<file path="src/hw/dcsp_consts.svh">
`ifndef DCSP_CONSTS_SVH
`define DCSP_CONSTS_SVH

// ****************************************************************
// frame layout
// ****************************************************************
`define DCSP_FRAME_BITS   16
`define DCSP_CNT_BITS     5
`define DCSP_DATA_BITS    10
`define DCSP_CMD_BITS     3
// falling edge on which the command field is complete
`define DCSP_CMD_EDGE     5'd5
// falling edge after which a configuration write takes effect
`define DCSP_CFG_EDGE     5'd14
// low configuration bits that are reserved and read as zero
`define DCSP_CFG_RSV_BITS 3

// ****************************************************************
// command codes
// ****************************************************************
`define DCSP_CMD_NOP      3'h0
`define DCSP_CMD_WR_CFG   3'h1
`define DCSP_CMD_RD_ERR   3'h4
`define DCSP_CMD_RD_CFG   3'h5

// ****************************************************************
// error word bit positions
// ****************************************************************
`define DCSP_ERR_INTERMIT 9
`define DCSP_ERR_SHORT    8
`define DCSP_ERR_OPEN     7
`define DCSP_ERR_OVERTEMP 6
`define DCSP_ERR_BROWNOUT 5

// ****************************************************************
// reset values
// ****************************************************************
`define DCSP_CFG_RST      10'h000
`define DCSP_ERR_RST      10'h000

`endif

</file>
<file path="src/hw/dcsp_pkg.sv">
`include "dcsp_consts.svh"

package dcsp_pkg;

  // frame sequencer states
  typedef enum logic [1:0] {
    ST_IDLE,
    ST_SHIFT,
    ST_DONE
  } dcsp_state_type;

  // one received frame, msb first on the wire
  typedef struct packed {
    logic [1:0]                   ignoredTop; // bits 15:14
    logic [`DCSP_CMD_BITS-1:0]    cmd;        // bits 13:11
    logic                         ignoredMid; // bit 10
    logic [`DCSP_DATA_BITS-1:0]   data;       // bits 9:0
  } dcsp_frame_type;

  // serial link pins, sampled together
  typedef struct packed {
    logic sclk;
    logic din;
    logic selA_n;
    logic selB_n;
  } dcsp_link_type;

  // raw fault detector levels
  typedef struct packed {
    logic shortCkt;
    logic openLoad;
    logic overTemp;
    logic brownout;
  } dcsp_fault_type;

endpackage

</file>
<file path="src/hw/dcsp_fifo.sv">
`timescale 1ns/1ps

module dcsp_fifo #(
  parameter int WIDTH = 16,
  parameter int DEPTH = 16
) (
  input  wire logic             ref_clk,
  input  wire logic             resetn,
  input  wire logic [WIDTH-1:0] inData,
  input  wire logic             inValid,
  output logic                  inReady,
  output logic      [WIDTH-1:0] outData,
  output logic                  outValid,
  input  wire logic             outReady
);

  localparam int AW = $clog2(DEPTH);

  // ****************************************************************
  // elaboration check
  // ****************************************************************
  if (DEPTH < 2 || (1 << AW) != DEPTH || WIDTH < 1) begin : gBadParam
    $error("dcsp_fifo needs a power of two depth of at least two");
  end

  logic [WIDTH-1:0] mem [DEPTH];            // storage array
  logic [AW-1:0]    wrPtr_reg, wrPtr_next;  // write pointer
  logic [AW-1:0]    rdPtr_reg, rdPtr_next;  // read pointer
  logic [AW:0]      cnt_reg, cnt_next;      // words in array
  logic             oValid_reg, oValid_next; // output stage full
  logic [WIDTH-1:0] oData_reg;              // registered read data
  logic             push;                   // word accepted
  logic             load;                   // array to output stage

  // output stage counts too, so DEPTH words in all, not one more
  assign inReady  = ((cnt_reg + (AW+1)'(oValid_reg)) != (AW+1)'(DEPTH));
  assign push     = inValid && inReady;
  // refill output stage when empty or being drained
  assign load     = (cnt_reg != '0) && (!oValid_reg || outReady);
  assign outValid = oValid_reg;
  assign outData  = oData_reg;

  // pointer and count arithmetic
  always_comb begin
    wrPtr_next  = push ? wrPtr_reg + 1'b1 : wrPtr_reg;
    rdPtr_next  = load ? rdPtr_reg + 1'b1 : rdPtr_reg;
    cnt_next    = cnt_reg + (AW+1)'(push) - (AW+1)'(load);
    oValid_next = load ? 1'b1 : (outReady ? 1'b0 : oValid_reg);
  end

  // control registers
  always_ff @(posedge ref_clk or negedge resetn) begin
    if (!resetn) begin
      wrPtr_reg  <= '0;
      rdPtr_reg  <= '0;
      cnt_reg    <= '0;
      oValid_reg <= 1'b0;
    end else begin
      wrPtr_reg  <= wrPtr_next;
      rdPtr_reg  <= rdPtr_next;
      cnt_reg    <= cnt_next;
      oValid_reg <= oValid_next;
    end
  end

  // array write and registered read, no reset on storage
  always_ff @(posedge ref_clk) begin
    if (push) begin
      mem[wrPtr_reg] <= inData;
    end
    if (load) begin
      oData_reg <= mem[rdPtr_reg];
    end
  end

endmodule // dcsp_fifo

</file>
<file path="src/hw/dcsp_port.sv">
`timescale 1ns/1ps
`include "dcsp_consts.svh"

// Operation
// - drive serial output while both selects low, until frame-done
// - ignore input data after frame-done until reselect
// - new cycle only on a later select fall
// - select high: release output, clear done, discard
// - frame-done after sixteen clocks past select fall
// - frame-done holds until a select rises
// - output stays released after the frame
// - chained device starts on upstream done edge
// - command bits 13:11, data bits 9:0
// - command zero: no effect, output zeros
// - command one writes config after edge fourteen
// - commands four, five read error and config
// - reserved commands two, three, six, seven: nothing
// - one error bit per condition, several allowed
// - intermittent bit only for short or open
// - interrupt only on a new error
// - error read releases interrupt until new error
// - first read releases, second read clears
// - selected only while both selects are low
module dcsp_port #(
  parameter int FIFO_DEPTH = 16
) (
  input  wire logic                    ref_clk,
  input  wire logic                    resetn,
  input  wire logic                    sclkIn,
  input  wire logic                    dinIn,
  input  wire logic                    select_in_a_n,
  input  wire logic                    select_in_b_n,
  output logic                         doutOut,
  output logic                         doutOe,
  output logic                         frameDoneN,
  input  wire dcsp_pkg::dcsp_fault_type faultIn,
  output logic                         errorOut,
  output logic                         errorOe,
  output logic [`DCSP_DATA_BITS-1:0]   cfgOut,
  output dcsp_pkg::dcsp_frame_type     frameData,
  output logic                         frameValid,
  input  wire logic                    frameReady,
  output logic                         frameLost
);
  import dcsp_pkg::*;

  localparam int FB = `DCSP_FRAME_BITS;
  localparam int DB = `DCSP_DATA_BITS;

  if (FIFO_DEPTH < 2) begin : gBadDepth
    $error("dcsp_port needs a fifo depth of at least two");
  end

  // ****************************************************************
  // readback word selection
  // ****************************************************************
  // no-op and write return zeros, reserved codes too
  function automatic logic [DB-1:0] readWordOf(
    input logic [`DCSP_CMD_BITS-1:0] cmd,
    input logic [DB-1:0]             err,
    input logic [DB-1:0]             cfg
  );
    logic [DB-1:0] w;
    w = '0;
    if (cmd == `DCSP_CMD_RD_ERR) begin
      w = err;
    end else if (cmd == `DCSP_CMD_RD_CFG) begin
      w = cfg;
    end
    return w;
  endfunction

  // ****************************************************************
  // pin synchronisers
  // ****************************************************************
  dcsp_link_type  linkMeta_reg;   // first stage, read only below
  dcsp_link_type  linkSync_reg;   // second stage
  logic           sclkPrev_reg;   // edge finder history
  dcsp_fault_type faultMeta_reg;  // detector first stage
  dcsp_fault_type faultSync_reg;  // detector second stage
  dcsp_link_type  linkPins;       // pins gathered

  assign linkPins = '{sclk: sclkIn, din: dinIn,
                      selA_n: select_in_a_n, selB_n: select_in_b_n};

  // two flops on every outside level before any logic
  always_ff @(posedge ref_clk or negedge resetn) begin
    if (!resetn) begin
      linkMeta_reg  <= '{sclk: 1'b0, din: 1'b0, selA_n: 1'b0,
                         selB_n: 1'b0};
      linkSync_reg  <= '{sclk: 1'b0, din: 1'b0, selA_n: 1'b0,
                         selB_n: 1'b0};
      sclkPrev_reg  <= 1'b0;
      faultMeta_reg <= '0;
      faultSync_reg <= '0;
    end else begin
      linkMeta_reg  <= linkPins;
      linkSync_reg  <= linkMeta_reg;
      sclkPrev_reg  <= linkSync_reg.sclk;
      faultMeta_reg <= faultIn;
      faultSync_reg <= faultMeta_reg;
    end
  end

  logic selS;      // device selected
  logic sclkFall;  // one-cycle enable per falling sclk
  logic selRise;   // selection just began

  // selects act as one, so both must be low
  assign selS     = !linkSync_reg.selA_n && !linkSync_reg.selB_n;
  assign sclkFall = sclkPrev_reg && !linkSync_reg.sclk;

  // ****************************************************************
  // frame sequencer
  // ****************************************************************
  dcsp_state_type          state_reg, state_next;   // frame phase
  logic [`DCSP_CNT_BITS-1:0] cnt_reg, cnt_next;     // falling edges
  logic [FB-1:0]           rx_reg, rx_next;         // input shifter
  logic [FB-1:0]           tx_reg, tx_next;         // output shifter
  logic [`DCSP_CMD_BITS-1:0] cmd_reg, cmd_next;     // decoded command
  logic [DB-1:0]           cfg_reg, cfg_next;       // configuration
  logic                    selPrev_reg;             // select history
  logic                    doneEv;                  // frame complete
  logic [FB-1:0]           rxShift;                 // rx after edge
  logic [DB-1:0]           err_reg;                 // error word

  // reset to selected so a select held low at reset is no start
  assign selRise = selS && !selPrev_reg;
  assign rxShift = {rx_reg[FB-2:0], linkSync_reg.din};

  // next-state logic of the frame
  always_comb begin
    state_next = state_reg;
    cnt_next   = cnt_reg;
    rx_next    = rx_reg;
    tx_next    = tx_reg;
    cmd_next   = cmd_reg;
    cfg_next   = cfg_reg;
    doneEv     = 1'b0;
    unique case (state_reg)
      ST_IDLE: begin
        // a downstream part sees its select fall on the upstream
        // sixteenth edge, so its first bit is the next edge
        if (selRise) begin
          state_next = ST_SHIFT;
          cnt_next   = '0;
          rx_next    = '0;
          tx_next    = '0;
          cmd_next   = `DCSP_CMD_NOP;
        end
      end
      ST_SHIFT: begin
        if (!selS) begin
          // partial frame dropped; a config write past edge fourteen stays applied
          state_next = ST_IDLE;
        end else if (sclkFall) begin
          rx_next  = rxShift;
          cnt_next = cnt_reg + 1'b1;
          tx_next  = {tx_reg[FB-2:0], 1'b0};
          if (cnt_next == `DCSP_CMD_EDGE) begin
            // bits 15:11 are in, command sits in the low three
            cmd_next = rxShift[`DCSP_CMD_BITS-1:0];
            // bit 10 low, then the ten-bit word
            tx_next = {1'b0, readWordOf(rxShift[2:0], err_reg,
                       cfg_reg), 5'h00};
          end
          if (cnt_next == `DCSP_CFG_EDGE &&
              cmd_reg == `DCSP_CMD_WR_CFG) begin
            // bits 9:3 sit two places down after edge fourteen
            cfg_next = {rxShift[DB-3:`DCSP_CFG_RSV_BITS-2],
                        `DCSP_CFG_RSV_BITS'(0)};
          end
          if (cnt_next == 5'(FB)) begin
            state_next = ST_DONE;
            doneEv     = 1'b1;
          end
        end
      end
      ST_DONE: begin
        // further clocks and data are ignored here
        if (!selS) begin
          state_next = ST_IDLE;
        end
      end
    endcase
  end

  // frame registers
  always_ff @(posedge ref_clk or negedge resetn) begin
    if (!resetn) begin
      state_reg   <= ST_IDLE;
      cnt_reg     <= '0;
      rx_reg      <= '0;
      tx_reg      <= '0;
      cmd_reg     <= `DCSP_CMD_NOP;
      cfg_reg     <= `DCSP_CFG_RST;
      selPrev_reg <= 1'b1;
    end else begin
      state_reg   <= state_next;
      cnt_reg     <= cnt_next;
      rx_reg      <= rx_next;
      tx_reg      <= tx_next;
      cmd_reg     <= cmd_next;
      cfg_reg     <= cfg_next;
      selPrev_reg <= selS;
    end
  end

  // output driven only mid-frame; zeros unless a readback
  assign doutOe     = (state_reg == ST_SHIFT);
  assign doutOut    = tx_reg[FB-1];
  assign frameDoneN = (state_reg != ST_DONE);
  assign cfgOut     = cfg_reg;

  // ****************************************************************
  // error register and interrupt
  // ****************************************************************
  logic [DB-1:0] err_next;     // error word next
  logic          irq_reg;      // interrupt pending
  logic          irq_next;
  logic          readOnce_reg; // first read taken
  logic          readOnce_next;
  logic [DB-1:0] curBits;      // faults present now
  logic          errRead;      // error readback completed
  logic          lostFault;    // stored short/open went away

  assign errRead = doneEv && (cmd_reg == `DCSP_CMD_RD_ERR);

  always_comb begin
    curBits = '0;
    curBits[`DCSP_ERR_SHORT]    = faultSync_reg.shortCkt;
    curBits[`DCSP_ERR_OPEN]     = faultSync_reg.openLoad;
    curBits[`DCSP_ERR_OVERTEMP] = faultSync_reg.overTemp;
    curBits[`DCSP_ERR_BROWNOUT] = faultSync_reg.brownout;
  end

  // only short and open count as intermittent
  assign lostFault =
    (err_reg[`DCSP_ERR_SHORT] && !faultSync_reg.shortCkt) ||
    (err_reg[`DCSP_ERR_OPEN] && !faultSync_reg.openLoad);

  // clears first, sets after, so an event in the clear cycle wins
  always_comb begin
    err_next      = err_reg;
    irq_next      = irq_reg;
    readOnce_next = readOnce_reg;
    if (errRead) begin
      irq_next = 1'b0;
      if (readOnce_reg) begin
        // second read keeps only faults still present
        err_next      = curBits;
        readOnce_next = 1'b0;
      end else begin
        readOnce_next = 1'b1;
      end
    end
    if (lostFault && !readOnce_reg) begin
      err_next[`DCSP_ERR_INTERMIT] = 1'b1;
    end
    if ((curBits & ~err_reg) != '0) begin
      // persisting or clearing faults raise nothing
      err_next      = err_next | curBits;
      irq_next      = 1'b1;
      readOnce_next = 1'b0;
    end
  end

  always_ff @(posedge ref_clk or negedge resetn) begin
    if (!resetn) begin
      err_reg      <= `DCSP_ERR_RST;
      irq_reg      <= 1'b0;
      readOnce_reg <= 1'b0;
    end else begin
      err_reg      <= err_next;
      irq_reg      <= irq_next;
      readOnce_reg <= readOnce_next;
    end
  end

  // open-drain: only ever pulls low
  assign errorOut = 1'b0;
  assign errorOe  = irq_reg;

  // ****************************************************************
  // received frame stream
  // ****************************************************************
  logic fifoInReady; // space for a frame

  // the serial link cannot stall, so a full fifo drops the frame
  assign frameLost = doneEv && !fifoInReady;

  dcsp_fifo #(
    .WIDTH (FB),
    .DEPTH (FIFO_DEPTH)
  ) uFifo (
    .ref_clk  (ref_clk),
    .resetn   (resetn),
    .inData   (rxShift),
    .inValid  (doneEv),
    .inReady  (fifoInReady),
    .outData  (frameData),
    .outValid (frameValid),
    .outReady (frameReady)
  );
endmodule // dcsp_port

</file>
<file path="config.mk">
export PLATFORM = sky130hd
export DESIGN_NAME = dcsp_port
export DESIGN_NICKNAME = d
export VERILOG_FILES = /design/src/hw/dcsp_pkg.sv /design/src/hw/dcsp_fifo.sv /design/src/hw/dcsp_port.sv
export VERILOG_INCLUDE_DIRS = /design/src /design/src/hw
export SDC_FILE = /design/constraint.sdc
export NUM_CORES = 1
export LEC_CHECK = 0
export BUFFER_PORTS_ARGS = -buffer_cell sky130_fd_sc_hd__buf_2
export CORE_UTILIZATION = 50
export CTS_CLUSTER_SIZE = 25
export DETAILED_ROUTE_END_ITERATION = 8
export GPL_ROUTABILITY_DRIVEN = 1
export GPL_TIMING_DRIVEN = 0
export PLACE_DENSITY = 0.75
export SLEW_MARGIN = 15
export SYNTH_ARGS = -nofsm -noshare
export SYNTH_HDL_FRONTEND = slang
export SYNTH_SLANG_ARGS = --single-unit
</file>
<file path="constraint.sdc">
create_clock -name ref_clk -period 3.3 [get_ports ref_clk]
set_clock_uncertainty 0.2 [all_clocks]
set_input_delay 0.825 -clock ref_clk [delete_from_list [all_inputs] [get_ports ref_clk]]
set_output_delay 0.825 -clock ref_clk [all_outputs]
set_load 0.01 [all_outputs]
</file>
==> flow_summary.toml, run 1 <==
[synth]
ys_seq_area_share_pct = 72.71
yosys.area_share.simple_pct = 4.107
ys_seq_elements = 351
synth_top_family_by_area = "multiplexers"
yosysMostFrequentCell = "edfxtp_1"
synth.avg_cell_area_sq_um = 19.19
synth.largest_area_cell = "edfxtp_1"
synth_cell_types = 55
netlist_top_cells_area = "edfxtp_1 (59%), dfrtp_1 (14%), mux4_2 (11%)"
yosys_warnings = 0
synthFlopType = "edfxtp_1"
synth_top_area_share_pct = 58.53
synth-edff-count = 272
synthCells = 727
synth_xor_area_share_pct = 0.8159
muxShareOfSynthArea_pct = 14.99
synthAdderAreaFrac_pct = 2.116
async_flop_share_pct = 22.51
synth-compound-area-share_pct = 2.708
synth_top_cells_by_count = "edfxtp_1 (272), dfrtp_1 (78), mux4_2 (67), nand2_1 (51), o21ai_0 (30)"
synthesis.area_sq_um = 13950

[global_routing]
met2_usage_pct = 31.19
grt_pass1_vias = 6883
grt-busiest-layer = "met2"
use_met3_pct = 3.390
gr-total-overflow = 0
grt_use_met1_pct = 28.22
antenna_found_initial = 0
grt_pass1_wl_mm = 41.21
grt_start_max_net_pins = 44
track_usage_pct = 19.54

[pwr]
leakage_nw = 5.787
peakVddDrop_mv = 0.3584
cellPowerDensity_nw_per_um2 = 717.0
power.total_mw = 11.37

[sta]
fin_hold_ws_ns = 0.08910
finalSetupViolations = 1
worst_slew_pin_slew_ns = 1.044
fin_ws_ns = -0.003436
grt_setup_unrepaired = "true"
post-route-period-util_pct = 100.1
fmax_mhz = 302.7
min_period_ns = 3.303
final-max-slew-violation-count = 0
relSlewSlack_pct = 30.39
tns_ns = -0.003436
hold_violations = 0

[clocking]
clkLatencyLatePin_ns = 0.52
cts.path.max_buffers = 3
ctsHtreeMaxLevel = 2
numCtsBuffers = 35
hold_buffers = 0
root_buffer = "clkbuf_16"
cts_tree = "done"
clock_sinks = 351
path_clk_slew_ns = 0.06

[drt]
post_drt_wl_per_cell_um = 21.75
drt-total-wl_mm = 26.39
via_per_inst = 5.633
drtIter0Drc = 641
via_count = 6833
route.detailed.drc = 0
drtAntennaViolNets = 0
drt-pass1-iter-count = 5

[final_layout]
drive_gt1_share_pct = 25.09
largest_reg_flops = 256
fillers = 2028
syn_to_final_growth_pct = 13.65
fin_area_sq_um = 15860
nets = 848
n_antenna_cell = 0
multi_input_area_sq_um = 3527
stdcell_count = 1213
area.sequential_sq_um = 10150

[floorplanning]
rows = 60
core-area_sq_um = 27180
start_util_pct = 51.35
dieArea_sq_um = 28580
chipWidth_um = 169.1
ioPinCount = 44
dieHeight_um = 169.1

[worst_hold_path]
worstHoldPathType = "primary input to async pin"

[status]
status = "finished with violations"
violations = "setup timing"

[place]
place_congestion = 0.7649
place_inst = 1143
postPlaceCellArea_sq_um = 14690
dp_hpwl_mm = 16.02
io_buffers = 39

[setup_path]
worstSetupPathType = "flip-flop to output port"
required_ns = 2.27
critPathArrivalTime_ns = 2.28
start_kind = "flip-flop"
end_kind = "output port"
cp_max_fo = 3

[run]
cap_violations = 0
[cell type report]
type | count | share of cell area (%)
timing repair buffer | 47 | 1.830
clock inverter | 12 | 0.5838
sequential | 351 | 63.98
tap | 372 | 2.935
clock buffer | 52 | 6.185
buffer | 32 | 1.578
multi-input combinational | 319 | 22.24
inverter | 28 | 0.6627
[layout by cell type (no fill, tap or decap), drive strengths merged, types with 2 or more instances in the layout]
master and instances:
ha 22, nand2b 2, nand4 4, xor2 5
and2 5, a22oi 2, mux2i 14, a21oi 5
mux2 9, a21o 6, xnor2 8, nor3 2
o21ai 31, nor2 19, and3 14, nand3 7
conb 4, nand4b 2, o21a 2, mux4 80
clkbuf 62, nand2 51, buf 67, and3b 2
nor2b 4, edfxtp 272, inv 29, nor3b 2
clkinv 10, o31ai 5, dfrtp 78
[critical path, cell delays in order, from the launching register on]
cell and delay (ns):
dfrtp_1 0.37, ha_2 0.22, ha_4 0.14, and3b_1 0.17
o21ai_2 0.08, a2111oi_4 0.42, nor2b_2 0.23, buf_2 0.14
[layer usage]
| metal | vias up | share of wire [%] |
|---|---|---|
| li1 | 3034 | - |
| met1 | 3523 | 43 |
| met2 | 236 | 48 |
| met3 | 40 | 6.7 |
| met4 | 0 | 1.9 |
| met5 | - | 0 |
[report_power, final]
part | internal (mW) | total [mW] | switching (mW) | leakage (nW)
clock | 2.15 | 3.71 | 1.57 | 0.521
combinational | 1.15 | 2.37 | 1.22 | 1.71
sequential | 5.04 | 5.28 | 0.239 | 3.56
[logic make-up (layout without fill, tap and decap cells)]
| family | count (synthesis) | count (layout) |
|---|---|---|
| buffers and inverters | 60 | 171 |
| other | 1 | 4 |
| adders and majority gates | 23 | 23 |
| muxes | 103 | 103 |
| xor gates and xnor gates | 13 | 13 |
| and+or+nand+nor | 117 | 117 |
| AOI/OAI and AO/OA | 59 | 59 |
| DFF | 351 | 351 |
[path summary, 6_finish.rpt]
check	startpoint	cells past startpoint	end	slack [ns]
hold / removal	resetn	1	uFifo.rdPtr_reg[1]	0.09
min in group ref_clk	linkMeta_reg[1]	0	linkSync_reg[1]	0.14
hold reg to reg	linkMeta_reg[1]	0	linkSync_reg[1]	0.14
setup reg to reg	uFifo.cnt_reg[2]	14	uFifo.cnt_reg[4]	0.11
setup / recovery	uFifo.cnt_reg[0]	7	frameLost	-0.003
max in group asynchronous	resetn	2	selPrev_reg	2.16
[timing repair]
action,in CTS,in global routing
endpoints found under the setup margin,241,99
pin swaps,3,0
gates resized for setup,15,7
buffers inserted,5,1
[metrics by stage]
step / setup WS [ns] / util (%)
floorplan: 0.1253 / -
global placement: -0.6650 / 53.84
detailed placement: -0.3100 / 54.05
CTS: 0.003713 / 58.29
global route: -0.1111 / 58.36
finish: -0.003436 / 58.36
(Power assumes the default switching activity.)
==> run 2, diff against run 1 <==
- SYNTH_HIERARCHICAL: unset -> 1
==> run 2 against run 1 <==
  * The flow now finishes without violations
  * Synthesized area down 0.39%
  * Largest power group unchanged
  * Die area down 0.39%
  * First-iteration DRC count up 6.7%
  * Core utilization up 1.4 points
  * Non-clock buffer count up 24
  * Largest cell class unchanged
  * Synthesized cell count up 7.3%
  * Count of clock-buffer cells in the layout down 6
==> flow_summary.toml, run 2 <==
[status]
status = "complete, no violations"

[drt]
drt-total-wl_mm = 28.77
via_count = 7417
drtAntennaViolNets = 0
drtIter0Drc = 684
drt-pass1-iter-count = 5
route.detailed.drc = 0
post_drt_wl_per_cell_um = 22.42
via_per_inst = 5.781

[clocking]
ctsHtreeMaxLevel = 2
clkLatencyLatePin_ns = 0.52
numCtsBuffers = 36
root_buffer = "clkbuf_16"
cts.path.max_buffers = 3
path_clk_slew_ns = 0.06
clock_sinks = 351
hold_buffers = 0
cts_tree = "done"

[setup_path]
cpMaxStageDelayCell = "dfrtp_2"
required_ns = 2.27
worstSetupPathType = "flip-flop to output port"
crit_family = "simple AND/OR/NAND/NOR gates"
worst-path-stages = 7
cp_max_fo = 3
cp.buffers_inverters = 1
critPathArrivalTime_ns = 2.16
r2r_cells = 17
start_kind = "flip-flop"
critical-path-max-stage-delay_ns = 0.44
end_kind = "output port"
crit_chain = "ha_1 -> ha_2 -> nor3b_2 -> a31o_2 -> nand2_1 -> nor3_1 -> buf_2"

[final_layout]
nets = 921
drive_gt1_share_pct = 27.22
syn_to_final_growth_pct = 16.46
final_common_cell = "edfxtp_1"
final_cell_mix = "edfxtp_1 (272), nand2_1 (75), dfrtp_1 (74), mux4_2 (64), buf_2 (49)"
n_antenna_cell = 0
stdcell_count = 1283
largest_reg_flops = 256

[place]
io_buffers = 39
dp_hpwl_mm = 18.19
place_inst = 1213
place_congestion = 0.7923

[pwr]
peakVddDrop_mv = 0.5634
p_int_mw = 8.589
p_clk_share_pct = 33.5
switching_share_pct = 28.08
switching_power_mw = 3.353
leakage_nw = 5.804
combPwrFrac_pct = 21.6
cellPowerDensity_nw_per_um2 = 737.8
power.total_mw = 11.94
p_seq_share_pct = 44.9

[floorplanning]
dieHeight_um = 168.7
core-area_sq_um = 27100
ioPinCount = 44
start_util_pct = 51.29
chipWidth_um = 168.7
rows = 60
dieArea_sq_um = 28470

[sta]
fmax_mhz = 313.9
relSlewSlack_pct = 35.13
worst_slew_pin_slew_ns = 0.9731
hold_violations = 0
final-max-slew-violation-count = 0
post-route-period-util_pct = 96.53
min_period_ns = 3.185
finalSetupViolations = 0

[synth]
synth.avg_cell_area_sq_um = 17.82
synth_top_cells_by_count = "edfxtp_1 (272), dfrtp_1 (78), nand2_1 (76), mux4_2 (64), a22oi_1 (34)"
yosys_warnings = 6
synth.largest_area_cell = "edfxtp_1"
synthesis.area_sq_um = 13900
synthFlopType = "edfxtp_1"
ys_seq_area_share_pct = 72.99
synth_cell_types = 58
async_flop_share_pct = 22.51
synth_top_area_share_pct = 58.76
synth-edff-count = 272
synthCells = 780
netlist_top_cells_area = "edfxtp_1 (59%), dfrtp_1 (14%), mux4_2 (10%)"
yosysMostFrequentCell = "edfxtp_1"
ys_seq_elements = 351

[global_routing]
track_usage_pct = 20.91
antenna_found_initial = 0
gr-total-overflow = 0
grt_start_max_net_pins = 43
grt_pass1_wl_mm = 43.89
grt_pass1_vias = 7545

[run]
cap_violations = 0

[worst_hold_path]
worstHoldPathType = "primary input to async pin"
## run 2: cell count changes after synthesis, moves of 7 or more
cell	previous run	this run
nand3_1	7	16
o21ai_1	1	8
nand2_1	51	76
o21ai_0	30	17
mux2i_1	14	6
mux4_1	13	0
and3_1	14	1
clkbuf_1	8	16
a22oi_1	2	34
## run 2: timing repair
item,4_1_cts,5_1_grt
gates resized for setup,12,10
endpoints found under the setup margin,66,18
pin swaps,0,3
cloned,1,0
buffers inserted,1,8
## run 2: worst paths after layout
kind,start,to,slack [ns]
max in group asynchronous,resetn,uFifo/rdPtr_reg[2],2.18
min in group ref_clk,faultMeta_reg[1],curBits[6],0.15
max reg2reg,cnt_reg[1],uFifo/cnt_reg[4],0.18
min,resetn,faultMeta_reg[3],0.10
max,uFifo/cnt_reg[0],frameLost,0.11
min reg2reg,faultMeta_reg[1],curBits[6],0.15
## run 2: cell type report
| class | instances | area (sq um) |
|---|---|---|
| Inverter | 23 | 86.33 |
| Fill cell | 1954 | 10910 |
| Clock inverter | 16 | 177.7 |
| Sequential cell | 351 | 10150 |
| Tap cell | 372 | 465.4 |
| Multi-Input combinational cell | 372 | 3581 |
| Clock buffer | 46 | 989.7 |
| Buffer | 36 | 221.5 |
| Timing Repair Buffer | 67 | 514.2 |
## run 2: power by group through the flow
stage / clock [mW] / sequential (mW) / combinational, mW
after detailed placement: 0 / 5.44 / 2.46
after global routing: 4.24 / 5.40 / 2.79
after floorplan: 0 / 5.39 / 1.72
after CTS: 4.08 / 5.37 / 2.51
final: 4.01 / 5.36 / 2.58
after global placement: 0 / 5.43 / 2.41
## run 2: metrics by stage
step	util, %	hold slack [ns]	TNS (ns)	instance area (sq um)	worst slack (ns)
floorplan	-	0.1312	-1.745	13910	-0.05453
global placement	53.78	0.1326	-171.91	14580	-1.275
detailed placement	54.89	0.1358	-4.777	14880	-0.3849
CTS	59.41	0.1113	0	16100	0.0008684
global route	59.73	0.1372	-0.01129	16190	-0.01129
finish	59.73	0.1007	0	16190	0.1146
## run 2: routing by layer
metal  vias up  global-route usage (%)  part of all wire (%)  wire length (um)
met5         -                       0                     0                 0
met4         0                   6.680                   2.3               667
met3        57                   4.653                   6.6              1890
met2       265                   34.26                    51             14570
met1      3844                   28.07                    40             11650
li1       3251                       -                     -                 -
## run 2: logic make-up (layout without fill, tap and decap cells)
group | Yosys count | after routing | share of synthesized area (%)
AO/OA/AOI/OAI | 104 | 105 | 5.383
XOR/XNOR | 11 | 11 | 0.6931
adder cells (fa/ha/maj) | 23 | 23 | 2.124
buffers and inverters | 61 | 188 | 2.187
flip-flops | 351 | 351 | 72.99
multiplexers | 79 | 79 | 11.53
other | 1 | 4 | 0.02698
AND/OR/NAND/NOR | 150 | 150 | 5.059
==> run 3, diff against run 2 <==
- CORE_UTILIZATION: 50 -> 56
- PLACE_DENSITY: 0.75 -> 0.82
- SYNTH_HIERARCHICAL: 1 -> unset
==> run 3 against run 2 <==
  * Register-to-register slack better by 0.02 ns
  * Count of clock-buffer cells in the layout decreased by 2
  * Via count decreased by 6.3%
  * Total power fell by 3.2%
  * Clock power fell by 4%
  * Critical endpoint unchanged
==> flow_summary.toml, run 3 (synthesized netlist as in run 1, its figures left out) <==
[clocking]
cts_tree = "done"
clkLatencyLatePin_ns = 0.53
numCtsBuffers = 36
path_clk_slew_ns = 0.06
root_buffer = "clkbuf_16"
cts.path.max_buffers = 3
ctsHtreeMaxLevel = 2
clock_sinks = 351

[global_routing]
grt_pass1_wl_mm = 43.25
grt_pass1_vias = 7448
antenna_found_initial = 0
grt_start_max_net_pins = 53
gr-total-overflow = 0
track_usage_pct = 23.03

[floorplanning]
rows = 57
core-area_sq_um = 24390
ioPinCount = 44
start_util_pct = 57.21
dieArea_sq_um = 25550
dieHeight_um = 159.9
chipWidth_um = 159.9

[setup_path]
critPathArrivalTime_ns = 2.16
rrSetupSlack_ns = 0.20
cp_max_fo = 3
r2r_cells = 16
start_kind = "flip-flop"
worstSetupPathType = "flip-flop to output port"
required_ns = 2.27
end_kind = "output port"

[place]
io_buffers = 39
dp_hpwl_mm = 16.42
place_congestion = 0.7995

[drt]
post_drt_wl_per_cell_um = 23.84
drtIter0Drc = 580
via_count = 6947
via_per_inst = 5.948
route.detailed.drc = 0
drt-pass1-iter-count = 5
drt-total-wl_mm = 27.85
drtAntennaViolNets = 0

[sta]
tns_ns = 0
post-route-period-util_pct = 96.59
final-max-slew-violation-count = 0
fmax_mhz = 313.7
relSlewSlack_pct = 29.28
finalSetupViolations = 0
worst_slew_pin_slew_ns = 1.061
hold_violations = 0
grt_setup_unrepaired = "true"
min_period_ns = 3.188

[pwr]
power.total_mw = 11.56
peakVddDrop_mv = 0.4340
switching_power_mw = 3.127
p_int_mw = 8.429
p_clk_share_pct = 33.3
leakage_nw = 5.821
combPwrFrac_pct = 21.0
cellPowerDensity_nw_per_um2 = 727.6
p_seq_share_pct = 45.7
switching_share_pct = 27.06

[final_layout]
largest_reg_flops = 256
nets = 851
n_antenna_cell = 0
drive_gt1_share_pct = 26.54
syn_to_final_growth_pct = 13.82
final_common_cell = "edfxtp_1"
final_cell_mix = "edfxtp_1 (272), dfrtp_1 (74), mux4_2 (67), nand2_1 (51), buf_2 (44)"

[status]
status = "complete, no violations"

[worst_hold_path]
worstHoldPathType = "primary input to async pin"

[run]
cap_violations = 0
## run 3: what timing repair did
item                                    4_1_cts  5_1_grt
gates cloned                                  0        0
buffers inserted                              4        4
resized for setup                            14       16
pin swaps                                     2        4
endpoints found under the setup margin      249      146
hold buffers                                  0        0
hold endpoints to repair                      0        0
## run 3: path summary, 6_finish.rpt
check                                   endpoint             from
max in group asynchronous            selPrev_reg           resetn
worst max-delay path                   frameLost   uFifo.outValid
worst max register to register  uFifo.cnt_reg[4]     state_reg[1]
min in group ref_clk             linkSync_reg[3]  linkMeta_reg[3]
worst min-delay path             linkMeta_reg[3]           resetn
worst min register to register   linkSync_reg[3]  linkMeta_reg[3]
## run 3: metal layers
layer  routed length, um  global-route usage [%]
met1               11120                   29.44
met2               14300                   39.96
met3                1651                   4.182
met4                 770                   8.009
met5                   0                       0
## run 3: power by group through the flow
| stage | sequential [mW] | clock (mW) | combinational, mW |
|---|---|---|---|
| floorplan | 5.32 | 0 | 1.72 |
| global placement | 5.35 | 0 | 2.27 |
| detailed placement | 5.36 | 0 | 2.34 |
| CTS | 5.28 | 3.91 | 2.38 |
| global route | 5.32 | 4.06 | 2.63 |
| finish | 5.29 | 3.85 | 2.42 |
## run 3: per-stage QoR
stage | setup WS [ns] | hold slack [ns] | cells | utilization, % | instance area (sq um)
floorplan | 0.1253 | 0.1312 | 730 | - | 13970
global placement | -0.5898 | 0.1311 | 1093 | 59.74 | 14570
detailed placement | -0.3128 | 0.1356 | 1095 | 59.97 | 14630
CTS | 0.001538 | 0.03347 | 1164 | 64.78 | 15800
global route | -0.01426 | 0.04087 | 1168 | 65.12 | 15880
finish | 0.1125 | 0.03633 | 1168 | 65.12 | 15880
## run 3: cell type report
type                            count  area [sq um]
Tap cell                          324         405.4
Sequential cell                   351         10150
Clock buffer                       44         940.9
Clock inverter                     21         173.9
Buffer                             32         257.7
Multi-Input combinational cell    319          3543
Fill cell                        1633          8508
Inverter                           28         105.1
Timing Repair Buffer               49         305.3
## run 3: critical path: stages (launching register included)
cell,delay (ns)
dfrtp_2,0.43
ha_4,0.17
ha_4,0.16
nor2_2,0.11
o21ai_2,0.08
a2111oi_4,0.36
nor2b_2,0.19
buf_2,0.14
